[src/logic/pulse_timing_pkg.sv]
// Shared constants, types and step tables of the pulse timing block
package pulse_timing_pkg;

	////////////////////////////////////////////////////////////////////////////
	// Timing
	// Bus clock period
	localparam int unsigned CLK_PERIOD_NS = 5;
	// Finest time step of any interval, 0.625 ms
	localparam int unsigned STEP_BASE_NS  = 625000;
	// Clock cycles in one finest step
	localparam int unsigned BASE_CYCLES   = STEP_BASE_NS / CLK_PERIOD_NS;

	////////////////////////////////////////////////////////////////////////////
	// Register indices; the byte address is four times the index
	localparam logic [7:0] IDX_FILTER  = 8'h0f;
	localparam logic [7:0] IDX_THRESH  = 8'h23;
	localparam logic [7:0] IDX_DURLIM  = 8'h26;
	localparam logic [7:0] IDX_LATENCY = 8'h27;
	localparam logic [7:0] IDX_SPAN    = 8'h28;
	localparam logic [7:0] IDX_CONFIG  = 8'h30;
	localparam logic [7:0] IDX_STATUS  = 8'h31;

	// Field positions
	localparam int unsigned FILT_BIT     = 0;
	localparam int unsigned CFG_EN_BIT   = 0;
	localparam int unsigned CFG_DBL_BIT  = 1;
	localparam int unsigned CFG_ABT_BIT  = 2;
	localparam int unsigned CFG_MODE_LSB = 3;
	localparam int unsigned CFG_DR_LSB   = 5;
	localparam int unsigned ST_SGL_BIT   = 4;
	localparam int unsigned ST_DBL_BIT   = 5;
	localparam int unsigned ST_ABT_BIT   = 6;

	// Values after reset
	localparam logic [7:0] RST_TIMER  = 8'h00;
	localparam logic [6:0] RST_THRESH = 7'h00;
	localparam logic [7:0] RST_CONFIG = 8'h00;
	// Interval counters stop at the largest setting, 255 steps
	localparam logic [7:0] CNT_MAX    = 8'hff;

	////////////////////////////////////////////////////////////////////////////
	// Types
	typedef enum logic [1:0] {
		OS_NORMAL,
		OS_LOW_POWER_LOW_NOISE,
		OS_HIGH_RESOLUTION,
		OS_LOW_POWER
	} oversample_e;

	typedef enum logic [2:0] {
		PH_IDLE,
		PH_FIRST,
		PH_LATENCY,
		PH_WINDOW,
		PH_SECOND
	} phase_e;

	// What selects the step length
	typedef struct packed {
		logic        pulse_lowpass_enable;
		oversample_e mode;
		logic [2:0]  output_data_rate;
	} step_cfg_s;

	// Duration step as a power of two of 0.625 ms; nibble n is data rate n.
	// Row order from the top: low power, high res, low noise, normal.
	localparam logic [3:0][31:0] EXP_LPF_OFF = {
		32'h66643210, 32'h00000000, 32'h55532100, 32'h33332100
	};
	localparam logic [3:0][31:0] EXP_LPF_ON = {
		32'h88754321, 32'h22222221, 32'h77754321, 32'h55554321
	};

	// Duration step exponent; latency and window use one more
	function automatic logic [3:0] step_exp(input step_cfg_s c);
		logic [7:0][3:0] row;
		row = c.pulse_lowpass_enable ? EXP_LPF_ON[c.mode] : EXP_LPF_OFF[c.mode];
		return row[c.output_data_rate];
	endfunction

endpackage

[src/logic/pulse_timing.sv]
// Pulse duration, latency and second-pulse window timing with AHB-Lite registers
//
// Chosen here: the AHB-Lite interface to the registers.
`timescale 1ns/1ps
`default_nettype none

module pulse_timing
	import pulse_timing_pkg::*;
#(
	parameter int unsigned BASE_STEP_CYCLES = BASE_CYCLES
) (
	input  wire logic        hclk,
	input  wire logic        hresetn,
	input  wire logic        hsel,
	input  wire logic [31:0] haddr,
	input  wire logic [1:0]  htrans,
	input  wire logic        hwrite,
	input  wire logic [2:0]  hsize,
	input  wire logic [31:0] hwdata,
	input  wire logic        hready,
	output logic             hreadyout,
	output logic             hresp,
	output logic [31:0]      hrdata,
	input  wire logic        accel_valid,
	input  wire logic [7:0]  accel_mag,
	output logic             single_pulse,
	output logic             double_pulse
);

	////////////////////////////////////////////////////////////////////////////
	// State of the whole block
	typedef struct packed {
		logic [7:0]  dur_lim;    // Pulse duration limit
		logic [7:0]  lat;        // Pulse latency
		logic [7:0]  span;       // Second pulse span
		logic [6:0]  thr;        // Pulse threshold
		logic        filt;       // Pulse lowpass enable
		logic [7:0]  cfg;        // Enable, double, abort, mode, rate
		phase_e      st;         // Detector phase
		logic [7:0]  cnt;        // Interval step count
		logic        above;      // Last sample above threshold
		logic        lat_rise;   // A pulse started inside latency
		logic        abort_hit;  // Double detection suspended
		logic        seen_s;     // Sticky single seen
		logic        seen_d;     // Sticky double seen
		logic        sgl;        // Single pulse strobe
		logic        dbl;        // Double pulse strobe
		logic        wr_pend;    // Write data phase pending
		logic        rd_pend;    // Read data phase pending
		logic        hit_ok;     // Upper address bits were zero
		logic [7:0]  idx;        // Captured word index
		logic        rdy;        // Bus ready
		logic        resp;       // Bus response, always OKAY
		logic [31:0] rdata;      // Read data
	} core_s;

	core_s       q;
	core_s       d;
	step_cfg_s   tcfg;       // Step selection for the divider
	logic        dur_tick;   // Duration step tick
	logic        wide_tick;  // Latency and window step tick
	logic        en;         // Detector enabled
	logic        dbl_en;     // Double detection wanted
	logic        abort_en;   // Double abort bit
	logic        hot;        // Current sample above threshold
	logic        rise;       // Pulse start
	logic        fall;       // Pulse end
	logic        take;       // Address phase accepted
	logic        clr_s;      // Software clears single flag
	logic        clr_d;      // Software clears double flag
	logic [31:0] rmux;       // Read value of the captured index
	logic [7:0]  wbyte;      // Low write data byte

	assign en       = q.cfg[CFG_EN_BIT];
	assign dbl_en   = q.cfg[CFG_DBL_BIT];
	assign abort_en = q.cfg[CFG_ABT_BIT];
	assign wbyte    = hwdata[7:0];

	// Mode and rate fields feed the divider
	always_comb begin
		tcfg.pulse_lowpass_enable = q.filt;
		tcfg.mode                 = oversample_e'(q.cfg[CFG_MODE_LSB +: 2]);
		tcfg.output_data_rate     = q.cfg[CFG_DR_LSB +: 3];
	end

	step_tick_gen #(
		.BASE (BASE_STEP_CYCLES)
	) u_tick (
		.hclk      (hclk),
		.hresetn   (hresetn),
		.cfg       (tcfg),
		.dur_tick  (dur_tick),
		.wide_tick (wide_tick)
	);

	////////////////////////////////////////////////////////////////////////////
	// Sample edges; samples come from logic on this clock
	assign hot  = accel_mag > {1'b0, q.thr};
	assign rise = accel_valid && hot && !q.above;
	assign fall = accel_valid && !hot && q.above;

	// Bus decode
	assign take  = hsel && htrans[1] && hready;
	assign clr_s = q.wr_pend && q.hit_ok && q.idx == IDX_STATUS && hwdata[ST_SGL_BIT];
	assign clr_d = q.wr_pend && q.hit_ok && q.idx == IDX_STATUS && hwdata[ST_DBL_BIT];

	// Read multiplexer; unmapped indices read zero
	always_comb begin
		rmux = 32'h00000000;
		if (q.hit_ok) begin
			case (q.idx)
				IDX_FILTER:  rmux[FILT_BIT] = q.filt;
				IDX_THRESH:  rmux[6:0] = q.thr;
				IDX_DURLIM:  rmux[7:0] = q.dur_lim;
				IDX_LATENCY: rmux[7:0] = q.lat;
				IDX_SPAN:    rmux[7:0] = q.span;
				IDX_CONFIG:  rmux[7:0] = q.cfg;
				IDX_STATUS: begin
					rmux[2:0]        = q.st;
					rmux[ST_SGL_BIT] = q.seen_s;
					rmux[ST_DBL_BIT] = q.seen_d;
					rmux[ST_ABT_BIT] = q.abort_hit;
				end
				default: rmux = 32'h00000000;
			endcase
		end
	end

	////////////////////////////////////////////////////////////////////////////
	// Next state: bus slave, then the detector
	always_comb begin
		d      = q;
		d.sgl  = 1'b0;
		d.dbl  = 1'b0;
		d.resp = 1'b0;

		// Write data phase; writes never stall
		d.wr_pend = 1'b0;
		if (q.wr_pend && q.hit_ok) begin
			case (q.idx)
				IDX_FILTER:  d.filt = hwdata[FILT_BIT];
				IDX_THRESH:  d.thr = hwdata[6:0];
				IDX_DURLIM:  d.dur_lim = wbyte;
				IDX_LATENCY: d.lat = wbyte;
				IDX_SPAN:    d.span = wbyte;
				IDX_CONFIG:  d.cfg = wbyte;
				default:     d.cfg = q.cfg;
			endcase
		end

		// Read takes one wait state so a write just before it is seen
		if (q.rd_pend) begin
			d.rdata   = rmux;
			d.rdy     = 1'b1;
			d.rd_pend = 1'b0;
		end

		// Address phase
		if (take) begin
			d.idx     = haddr[9:2];
			d.hit_ok  = (haddr[31:10] == 22'h000000);
			d.wr_pend = hwrite;
			d.rd_pend = !hwrite;
			d.rdy     = hwrite;
		end

		// Sample history
		if (accel_valid) begin
			d.above = hot;
		end

		// Interval detector
		case (q.st)
			PH_IDLE: begin
				if (rise) begin
					d.st  = PH_FIRST;
					d.cnt = 8'h00;
				end
			end
			PH_FIRST, PH_SECOND: begin
				// Count duration steps while above threshold
				if (dur_tick && q.cnt != CNT_MAX) begin
					d.cnt = q.cnt + 8'h01;
				end
				if (fall) begin
					d.cnt = 8'h00;
					// Ended before the limit ran out; a zero limit never qualifies
					if (q.cnt < q.dur_lim) begin
						if (q.st == PH_FIRST) begin
							d.sgl       = 1'b1;
							d.st        = PH_LATENCY;
							d.lat_rise  = 1'b0;
							d.abort_hit = 1'b0;
						end else begin
							d.dbl = 1'b1;
							d.st  = PH_IDLE;
						end
					end else begin
						d.st = PH_IDLE;
					end
				end
			end
			PH_LATENCY: begin
				// Pulses here are ignored, only watched for abort
				if (wide_tick && q.cnt != CNT_MAX) begin
					d.cnt = q.cnt + 8'h01;
				end
				if (rise) begin
					d.lat_rise = 1'b1;
				end
				if (fall && q.lat_rise && abort_en) begin
					d.abort_hit = 1'b1;
				end
				// Zero latency expires at once
				if (q.cnt >= q.lat) begin
					d.cnt = 8'h00;
					if (dbl_en && q.span != 8'h00 && !q.abort_hit) begin
						d.st = PH_WINDOW;
					end else begin
						d.st = PH_IDLE;
					end
				end
			end
			PH_WINDOW: begin
				if (wide_tick && q.cnt != CNT_MAX) begin
					d.cnt = q.cnt + 8'h01;
				end
				// Start must land before the window expires
				if (rise && q.cnt < q.span) begin
					d.st  = PH_SECOND;
					d.cnt = 8'h00;
				end else if (q.cnt >= q.span) begin
					d.st  = PH_IDLE;
					d.cnt = 8'h00;
				end
			end
			default: begin
				d.st = PH_IDLE;
			end
		endcase

		// Disabled detector parks idle
		if (!en) begin
			d.st  = PH_IDLE;
			d.cnt = 8'h00;
		end

		// Sticky flags: a set in the clearing cycle wins
		d.seen_s = (q.seen_s && !clr_s) || d.sgl;
		d.seen_d = (q.seen_d && !clr_d) || d.dbl;
	end

	////////////////////////////////////////////////////////////////////////////
	// State register; timer registers come out of reset at zero
	always_ff @(posedge hclk or negedge hresetn) begin
		if (!hresetn) begin
			q         <= '0;
			q.dur_lim <= RST_TIMER;
			q.lat     <= RST_TIMER;
			q.span    <= RST_TIMER;
			q.thr     <= RST_THRESH;
			q.cfg     <= RST_CONFIG;
			q.st      <= PH_IDLE;
			q.rdy     <= 1'b1;
		end else begin
			q <= d;
		end
	end

	assign hreadyout    = q.rdy;
	assign hresp        = q.resp;
	assign hrdata       = q.rdata;
	assign single_pulse = q.sgl;
	assign double_pulse = q.dbl;
endmodule
`default_nettype wire

[src/logic/step_tick_gen.sv]
// Time-step tick divider for the pulse interval counters
`timescale 1ns/1ps
`default_nettype none

module step_tick_gen
	import pulse_timing_pkg::*;
#(
	parameter int unsigned BASE = BASE_CYCLES
) (
	input  wire logic      hclk,
	input  wire logic      hresetn,
	input  wire step_cfg_s cfg,
	output logic           dur_tick,
	output logic           wide_tick
);

	localparam int unsigned PW = $clog2(BASE + 1);

	// Prescaler, octave counter and the two tick flops
	typedef struct packed {
		logic [PW-1:0] pre;
		logic [9:0]    oct;
		logic          dur;
		logic          wide;
	} tick_s;

	tick_s      q;
	tick_s      d;
	logic       base;   // One finest step elapsed
	logic [3:0] e;      // Duration step exponent
	logic [9:0] mask_d; // Octave bits for a duration step
	logic [9:0] mask_w; // Octave bits for a latency step

	////////////////////////////////////////////////////////////////////////////
	// Free-running divider; steps are not phase aligned to interval starts,
	// which costs up to one step of slack but saves a divider per counter
	always_comb begin
		d      = q;
		base   = (q.pre == PW'(BASE - 1));
		e      = step_exp(cfg);
		mask_d = (10'h001 << e) - 10'h001;
		mask_w = (10'h002 << e) - 10'h001;
		d.pre  = base ? '0 : q.pre + PW'(1);
		d.oct  = base ? q.oct + 10'h001 : q.oct;
		d.dur  = base && ((q.oct & mask_d) == mask_d);
		d.wide = base && ((q.oct & mask_w) == mask_w);
	end

	// State register
	always_ff @(posedge hclk or negedge hresetn) begin
		if (!hresetn) begin
			q <= '0;
		end else begin
			q <= d;
		end
	end

	assign dur_tick  = q.dur;
	assign wide_tick = q.wide;
endmodule
`default_nettype wire
[config.mk]
export PLATFORM = sky130hd
export DESIGN_NAME = pulse_timing
export DESIGN_NICKNAME = d
export VERILOG_FILES = /design/src/logic/pulse_timing_pkg.sv /design/src/logic/pulse_timing.sv /design/src/logic/step_tick_gen.sv
export SDC_FILE = /design/constraint.sdc
export NUM_CORES = 1
export LEC_CHECK = 0
export BUFFER_PORTS_ARGS = -buffer_cell sky130_fd_sc_hd__buf_2
export CORE_AREA = 2 2 133 135
export CTS_CLUSTER_SIZE = 30
export DETAILED_ROUTE_END_ITERATION = 16
export DIE_AREA = 0 0 135 137
export GPL_TIMING_DRIVEN = 0
export PLACE_DENSITY = 0.61
export SLEW_MARGIN = 20
export SYNTH_ARGS = -nofsm -noshare
export SYNTH_HDL_FRONTEND = slang
export SYNTH_SLANG_ARGS = --single-unit
[constraint.sdc]
create_clock -name hclk -period 6.1 [get_ports hclk]
set_input_delay 1.22 -clock hclk [delete_from_list [all_inputs] [get_ports hclk]]
set_output_delay 1.22 -clock hclk [all_outputs]
set_load 0.03 [all_outputs]
==> Word-level counts from Yosys, hierarchy flattened <==
Index checks and enable logic that the tools add are counted.
W data, S select, Z words.
{ "totals": {"regBits": 131, "wordCells": 152, "output_inout_bits": 36} }
{ "classes": {"mux": 40, "n_shift": 2, "reduce_logical": 45, "order_cmp": 7, "add_sub_neg": 5, "n_eq_ne": 26, "bitwise": 2} }
{ "ops": {"columns": ["operator", "count"], "rows": [
  ["$bmux W32 S2", 2],
  ["$mux W32", 3],
  ["$mux W11", 6],
  ["$eq A8 B6 Y1 const B", 6],
  ["$pmux W8 S4", 1],
  ["$mux W8", 3],
  ["$logic_not A22 Y1", 1],
  ["$logic_and A1 B1 Y1", 21],
  ["$and A10 B10 Y10", 2],
  ["$eq A10 B10 Y1", 2],
  ["$sub A10 B1 Y10 const B", 2],
  ["$mux W2", 9],
  ["$pmux W3 S6", 1],
  ["$add A17 B1 Y17 const B", 1],
  ["$eq A17 B17 Y1 const B", 1],
  ["$mux W17", 1],
  ["$ge A8 B8 Y1", 2],
  ["$lt A8 B8 Y1", 2],
  ["$bmux W4 S3", 1],
  ["$mux W12", 1],
  ["$pmux W2 S6", 1],
  ["$pmux W3 S4", 1],
  ["$reduce_and A2 Y1", 6],
  ["$add A10 B1 Y10 const B", 1],
  ["other kinds (30)", 50]
]} }

==> Longest topological paths before layout <==
Gate-level depths: netlist of run 1.
{ "depth": {"ltp_word": 10, "depth_mapped": 12, "mapped_depth_nobuf": 12} }

==> Cells and area by module <==
A second synthesis of run 1 with hierarchy kept.
{ "hier_totals": {"hier_cells": 723, "area_unflattened_um2": 6930.4} }
{ "modules_own_cells": {"columns": ["mod", "instances", "seq_area_each_um2", "cells_each", "area_each_um2"], "rows": [
  ["pulse_timing", 1, 1953.1, 484, 4762.1],
  ["step_tick_gen", 1, 725.7, 239, 2168.3]
]} }

==> Worst setup path after synthesis of run 1 <==
No wires, ideal clock.
{ "synth_path": {"kind": "input port to flip-flop", "startpoint": "in accel_mag[3]", "endpoint": "reg q[58] (netlist name)", "n_path_buf": 0, "arrival_time_ns": 3.144, "setup_slack_ns": 2.837, "path_stages": 9, "required_time_ns": 5.981, "cell_sequence": "ha_1 -> nand4_1 -> o21bai_1 -> a32o_1 -> o21a_1 -> or2_2 -> a221oi_1 -> a211oi_1 -> o21a_1"} }
{ "synth_between": {"elab_chain_len": 7} }
{ "synth_rtl": {"columns": ["element", "line", "text"], "rows": [
  ["start, declared", "pulse_timing.sv:25", "input wire logic [7:0] accel_mag,"],
  ["$gt A8 B7 Y1 *", "pulse_timing.sv:98", "assign hot = accel_mag > {1'b0, q.thr};"],
  ["$logic_and A1 B1 Y1 / $logic_not A1 Y1 (equally long branches)", "pulse_timing.sv:99, pulse_timing.sv:100", null],
  ["$logic_and A1 B1 Y1 (on tied branches)", "pulse_timing.sv:99, pulse_timing.sv:100", null],
  ["$logic_and A1 B1 Y1 (on tied branches)", "pulse_timing.sv:229, pulse_timing.sv:100", null],
  ["$mux W11 (on tied branches)", "pulse_timing.sv:229, pulse_timing.sv:185", null],
  ["$pmux W8 S4", "pulse_timing.sv:173", "case (q.st)"],
  ["$mux W11", "pulse_timing.sv:243", "if (!en) begin"],
  ["end, declared", "pulse_timing.sv:57", "core_s q;"]
]} }
Every way passes the cells marked *; elsewhere a longest branch is shown, timed or not. The select of a mux whose other input is x is not followed.
A chain may end at the register's enable or synchronous reset.

==> Final worst setup path of run 1 <==
{ "layout_path": {"startpoint": "in accel_mag[4]", "endpoint": "reg q[52] (netlist name)"} }
Same word-level chain as after synthesis.

==> results_dict.tcl, run 1 <==
set metrics [dict create \
    portBuffers 63 \
    fillCellCount 1678 \
    p_sw_share_pct 29.5 \
    start_util_pct 40.1 \
    mappedNetlistArea_um2 6830 \
    ir_worst_vdd_mv 0.142 \
    rows 48 \
    insertedDiodeCount 0 \
    cts_resized 0 \
    cts_buffers 9 \
    clock_latency_ps 370 \
    tightest_slew_ps 1060 \
    postSynthCellCount 705 \
    path_clk_slew_ps 80 \
    reg2reg_from "q[66]$_DFFE_PN0P_" \
    cts_sinks 107 \
    synthFlopType "dfrtp_1" \
    p_seq_share_pct 47.2 \
    avgViaCountPerCell 5.16 \
    cts_setup_buffers 0 \
    grt_pass1_vias 5040 \
    ys_seq_elements 107 \
    setup_slack_ps 2680 \
    crit_fanout 8 \
    grt_pass1_wl_um 25200 \
    skew_ps 14.8 \
    drt_iter0_drc 254 \
    finalCriticalPeriod_ps 3420 \
    final_layout_size_suffix_gt1_share_pct 23.0 \
    grt_max_degree 78 \
    dp_slack_ps 2310 \
    fin_crit_sh_pct 56.1 \
    area_growth_pct 14.9 \
    maxCapViolCount 0 \
    power.leakage_uw 0.00373 \
    r2r_slack_ps 2860 \
    clkPwrFrac_pct 35.8 \
    crit_type "input pin to register" \
    die_area_um2 18500 \
    endpoint "q[52]$_DFFE_PN0P_" \
    pwr_density_cell_nw_per_um2 207 \
    firstDrtPassIters 4 \
    finalHoldViolations 0 \
    cts_root_buf "clkbuf_16" \
    combPwrFrac_pct 17.0 \
    rr_endpoint "u_tick.wide_tick$_DFF_PN0_" \
    postRouteWirelength_um 15300 \
    outcome "finished, final reports clean" \
    synth-async-reset-ratio_pct 100 \
    synth-seq-area-share_pct 39.2 \
    worstPathRequired_ps 6360 \
    die_w_um 135 \
    dp_hpwl_um 11900 \
    internal_power_uw 1140 \
    arrival_ps 3680 \
    slew_headroom_pct 29.3 \
    power.switching_uw 479 \
    grt_antenna_before_repair 0 \
    gp_congestion 0.801 \
    syn_avg_cell_area_um2 9.69 \
    hold_path.class "register to register" \
    rsz0062_at_grt "no" \
    cts_buffer_depth 2 \
    ctsHoldBuffers 0 \
    tns_ps 0 \
    overflow 0 \
    maxSlewViolCount 0 \
    r2r_cells 12 \
    route.detailed.drc 0 \
    start_kind "input pin" \
    coreArea_um2 17100 \
    ys_types 83 \
    num_io_pins 119 \
    synth-edff-count 0 \
    num_vias 5333 \
    htreeDepth 3 \
    tritoncts "done" \
    setup.worst_path.end_class "register" \
    yosys_warnings 0 \
    worstSetupStartpoint "accel_mag[4]" \
    die_y_um 137 \
    max_freq_ghz 0.292 \
    fin_nets 927 \
    detail-route-antenna-nets 0 \
    setup_violations 0 \
    grt_usage_pct 17.3 \
    wl_per_cell_um 14.8 \
]
==> cell usage in the layout (no fill, tap or decap), types with 4 or more instances in the layout <==
cell type,count
dfrtp_1,106
buf_2,66
nand2_1,53
inv_1,51
nor2_1,44
mux2_2,44
ha_1,40
o21ai_0,39
buf_4,34
a21oi_1,25
conb_1,25
nand3_1,21
xnor2_1,17
xor2_1,15
clkbuf_1,13
and3_1,11
nand2b_1,10
nor3_1,9
nor2b_1,9
nand4_1,9
clkbuf_16,9
o22ai_1,8
a221oi_1,8
nor4_1,8
a21o_1,7
a22oi_1,7
o211ai_1,6
o21ai_1,5
or3_1,5
o2111ai_1,4
a211oi_1,4
a211o_1,4
a31oi_1,4
o21a_1,4
==> kinds of logic after synthesis <==
kind of cell | after synthesis | share of synthesized area, %
other | 1 | 0.0549
AOI/OAI and AO/OA | 161 | 16.9
muxes | 49 | 8.09
DFF | 107 | 39.2
and+or+nand+nor | 210 | 16.4
buffers and inverters | 105 | 7.93
xor gates and xnor gates | 32 | 4.10
adders and majority gates | 40 | 7.32
==> worst min path at each step <==
stage	start	cells after the start	slack, ps	end
after floorplan	u_tick.q[10]$_DFFE_PN0N_	1	450	u_tick.q[10]$_DFFE_PN0N_
after CTS	u_tick.q[10]$_DFFE_PN0N_	1	480	u_tick.q[10]$_DFFE_PN0N_
final	u_tick.q[10]$_DFFE_PN0N_	1	480	u_tick.q[10]$_DFFE_PN0N_
after global routing	q[47]$_DFF_PN0_	1	500	q[47]$_DFF_PN0_
after global placement	q[47]$_DFF_PN0_	1	460	q[47]$_DFF_PN0_
after detailed placement	u_tick.q[10]$_DFFE_PN0N_	1	470	u_tick.q[10]$_DFFE_PN0N_
==> worst max-delay path, stage by stage <==
cell and delay [ps]:
buf_2 100, ha_1 300, nand4_1 140, o21bai_1 190, a32o_1 390, o21a_1 290, o31ai_2 510, a21oi_1 230
mux2_2 310
==> Yosys cell counts (9+ instances only) <==
cell type	number	area [um^2]
dfrtp_1	106	2650
nand2_1	53	199
inv_1	51	191
mux2_2	44	495
nor2_1	44	165
ha_1	40	500
o21ai_0	39	195
buf_4	34	255
a21oi_1	25	125
nand3_1	21	105
xnor2_1	17	149
xor2_1	15	131
clkbuf_1	13	48.8
and3_1	11	68.8
nand2b_1	10	62.6
nand4_1	9	56.3
nor2b_1	9	56.3
nor3_1	9	45.0
==> area by class of cell <==
type	instances	area (um^2)	area share, %
timing repair buffer	64	349	4.45
buffer	54	350	4.46
inverter	51	191	2.44
multi-input combinational	517	3700	47.2
clock inverter	7	68.8	0.877
tap	225	282	3.59
clock buffer	9	225	2.87
sequential	107	2680	34.1
==> power groups by stage <==
stage / registers (uW) / clock network (uW) / logic, uW
CTS: 765 / 596 / 278
detailed placement: 779 / 0 / 276
floorplan: 774 / 0 / 196
global route: 769 / 626 / 307
global placement: 779 / 0 / 270
finish: 766 / 581 / 276
==> per-layer routing <==
metal	share of wire [%]	up-vias	global-route usage, %
li1	-	2678	-
met1	51	2551	24.9
met2	44	91	27.5
met3	3.0	13	2.56
met4	1.0	0	4.17
met5	0	-	0
==> per-stage QoR <==
stage	util [%]	std cells	hold slack, ps	power [uW]	cell area (um^2)
finish	46.0	1034	481	1620	7850
detailed placement	44.3	1018	466	1060	7550
CTS	46.0	1034	480	1640	7850
global placement	44.1	1017	462	1050	7520
floorplan	-	729	446	970	6920
global route	46.0	1034	502	1700	7850
==> flip-flops by register name, summed over array words and instances (netlist names) <==
register          cells
single_pulse          1
hreadyout             1
double_pulse          1
en                    1
hrdata                8
dbl_en                1
u_tick.dur_tick       1
abort_en              1
q                    64
u_tick.q             27
u_tick.wide_tick      1
(Power assumes the default switching activity.)
==> inputs of run 2 (changes only) <==
--- a/config.mk
+++ b/config.mk
@@ -5,13 +5,14 @@
 export SDC_FILE = /design/constraint.sdc
 export NUM_CORES = 1
 export LEC_CHECK = 0
+export ABC_AREA = 1
 export BUFFER_PORTS_ARGS = -buffer_cell sky130_fd_sc_hd__buf_2
-export CORE_AREA = 2 2 133 135
+export CORE_AREA = 2 2 134 136
 export CTS_CLUSTER_SIZE = 30
 export DETAILED_ROUTE_END_ITERATION = 16
-export DIE_AREA = 0 0 135 137
+export DIE_AREA = 0 0 136 138
 export GPL_TIMING_DRIVEN = 0
-export PLACE_DENSITY = 0.61
+export PLACE_DENSITY = 0.64
 export SLEW_MARGIN = 20
 export SYNTH_ARGS = -nofsm -noshare
 export SYNTH_HDL_FRONTEND = slang
==> constraint.sdc (replaced) <==
create_clock -name hclk -period 2.9 [get_ports hclk]
set_input_delay 0.58 -clock hclk [delete_from_list [all_inputs] [get_ports hclk]]
set_output_delay 0.58 -clock hclk [all_outputs]
set_load 0.03 [all_outputs]
==> results_dict.tcl, run 2 <==
set metrics [dict create \
    netlist.area_leader.share_pct 37.8 \
    p_sw_share_pct 25.4 \
    r2r_cells 21 \
    yosys_warnings 0 \
    avgViaCountPerCell 4.85 \
    cpMaxStageDelayCell "dfrtp_2" \
    postRouteWirelength_um 16500 \
    cp_num_cells 21 \
    grt_pass1_wl_um 28400 \
    fin_nets 1177 \
    grt_antenna_before_repair 0 \
    cpMostUsedCell "nand2_1" \
    tns_ps 0 \
    worstPathRequired_ps 3190 \
    tightest_slew_ps 633 \
    detail-route-antenna-nets 0 \
    start_kind "register" \
    largest-register "q" \
    tritoncts "done" \
    cts_buffers 9 \
    synthFlopType "dfrtp_1" \
    ir_worst_vdd_mv 0.292 \
    synth_commonest_cells "nand2_1, inv_1, dfrtp_1" \
    final_layout_size_suffix_gt1_share_pct 14.7 \
    ys_types 44 \
    fin_crit_sh_pct 90.8 \
    synth_area_leaders "dfrtp_1, nand2_1, inv_1, ha_1, o21ai_0" \
    synth_fa_ha_area_share_pct 7.13 \
    start_util_pct 40.0 \
    synth_largest_area_cell "dfrtp_1" \
    hold-worst-slack_ps 117 \
    mappedNetlistArea_um2 7020 \
    cts_buffer_depth 2 \
    power.leakage_uw 0.00469 \
    insertedDiodeCount 0 \
    ctsHoldBuffers 0 \
    setup_violations 0 \
    finalHoldViolations 0 \
    largest_reg_flops 64 \
    setup_slack_ps 267 \
    die_w_um 136 \
    muxShareOfSynthArea_pct 0 \
    dp_slack_ps 9.61 \
    gp_congestion 0.863 \
    synth_simple_gate_area_share_pct 26.9 \
    synth_xor_xnor_area_share_pct 2.98 \
    area_growth_pct 15.9 \
    synth_compound_area_share_pct 11.8 \
    coreArea_um2 17500 \
    dp_hpwl_um 12800 \
    hold_path.class "input pin to asynchronous set/reset pin" \
    max_stage_delay_ps 390 \
    layout_common_cells "nand2_1, inv_1, dfrtp_1" \
    combPwrFrac_pct 8.1 \
    synth-async-reset-ratio_pct 100 \
    synth-edff-count 0 \
    skew_ps 15.2 \
    cts_root_buf "clkbuf_16" \
    htreeDepth 3 \
    yosysMostFrequentCell "nand2_1" \
    setup.worst_path.end_class "register" \
    maxCapViolCount 0 \
    route.detailed.drc 0 \
    synth_top_family_by_area "simple AND/OR/NAND/NOR gates" \
    clock_latency_ps 360 \
    postSynthCellCount 952 \
    firstDrtPassIters 5 \
    outcome "finished, final reports clean" \
    maxSlewViolCount 0 \
    finalCriticalPeriod_ps 2630 \
    crit_fanout 8 \
    grt_pass1_vias 5856 \
    layout_commonest_cell "nand2_1" \
    critical-path-top-delay-family "simple AND/OR/NAND/NOR gates" \
    pwr_density_cell_nw_per_um2 393 \
    path_clk_slew_ps 80 \
    die_y_um 138 \
    portBuffers 63 \
    die_area_um2 18800 \
    syn_avg_cell_area_um2 7.37 \
    fillCellCount 1824 \
    overflow 0 \
    internal_power_uw 2380 \
    drt_iter0_drc 429 \
    arrival_ps 2920 \
    ys_seq_elements 107 \
    grt_max_degree 66 \
    rows 49 \
    rsz0062_at_grt "no" \
    p_seq_share_pct 47.8 \
    wl_per_cell_um 12.8 \
    crit_type "register to register" \
    max_freq_ghz 0.380 \
    cts_sinks 107 \
    grt_usage_pct 18.7 \
    synth-seq-area-share_pct 38.2 \
    num_vias 6245 \
    path_buf_inv 4 \
    cp_cell_sequence "clkinv_4 -> ha_1 -> nand2_1 -> nand2_1 -> o21ai_1 -> nand2_1 -> nand2_1 -> nand2_2 -> inv_2 -> nand2_2 -> nor2_4 -> inv_2 -> ha_4 -> o21ai_0 -> a21oi_2 -> nand2_1 -> clkinv_1 -> nand2_1 -> nor2_1 -> nand2_1 -> nor2_1" \
    power.switching_uw 813 \
    num_io_pins 119 \
    slew_headroom_pct 57.5 \
    clkPwrFrac_pct 44.1 \
]
[run 2: changes by cell type after synthesis, sizes merged, moves of 10 or more]
cell,previous run,this run
and3,11,1
inv,51,158
mux2,47,0
nand2,53,253
nand2b,10,0
nand3,21,58
nor2,44,57
nor3,11,23
o21ai,44,77
o22ai,8,25
xnor2,17,2
[run 2: cell type report]
type                            count  area (um^2)  share of cell area, %
Multi-Input combinational cell    664         3530                   43.5
Sequential cell                   107         2680                   33.0
Inverter                          159          604                   7.43
Timing Repair Buffer               67          372                   4.57
Buffer                             46          312                   3.83
Tap cell                          229          287                   3.52
Clock buffer                        9          225                   2.77
Clock inverter                      7          116                   1.43
[run 2: cell families after synthesis]
family          Yosys count
compound gates          147
xor+xnor                 23
fa+ha+maj                40
buf+inv                 205
flops                   107
other cells               1
simple gates            429
[run 2: layer usage]
layer | share of wire (%) | global-route usage [%] | up-vias
met5 | 0 | 0 | -
met4 | 1.7 | 5.81 | 0
met3 | 3.6 | 2.35 | 17
met2 | 46 | 29.0 | 126
met1 | 49 | 27.3 | 2859
li1 | - | - | 3243
[run 2: power groups by stage]
stage	clock network (uW)	registers, uW	logic [uW]
2_1_floorplan	0	1560	151
5_1_grt	1490	1530	293
3_5_place_dp	0	1560	261
3_3_place_gp	0	1560	253
4_1_cts	1440	1530	262
6_report	1410	1530	258
[run 2: per-stage QoR]
step | utilization [%] | total power, uW | instance area (um^2) | cells
global route | 46.4 | 3320 | 8130 | 1288
finish | 46.4 | 3200 | 8130 | 1288
floorplan | - | 1710 | 7110 | 976
CTS | 46.1 | 3230 | 8080 | 1285
global placement | 44.0 | 1810 | 7710 | 1268
detailed placement | 44.1 | 1820 | 7740 | 1269
[run 2: worst paths after layout]
check,startpoint,slack [ps],end
hold / removal,hresetn,120,q[42]$_DFFE_PN0P_
setup / recovery,q[66]$_DFFE_PN0P_,270,u_tick.dur_tick$_DFF_PN0_
setup reg to reg,q[66]$_DFFE_PN0P_,270,u_tick.dur_tick$_DFF_PN0_
min in group hclk,hwrite,380,q[43]$_DFF_PN0_
max in group asynchronous,hresetn,2110,q[67]$_DFFE_PN0P_
hold reg to reg,u_tick.q[12]$_DFF_PN0_,470,u_tick.q[12]$_DFF_PN0_
[run 2: what timing repair did]
item / CTS / global route
endpoints found under the setup margin: 1 / 2
pin swaps: 0 / 1
resized for setup: 1 / 9
buffers inserted: 0 / 3
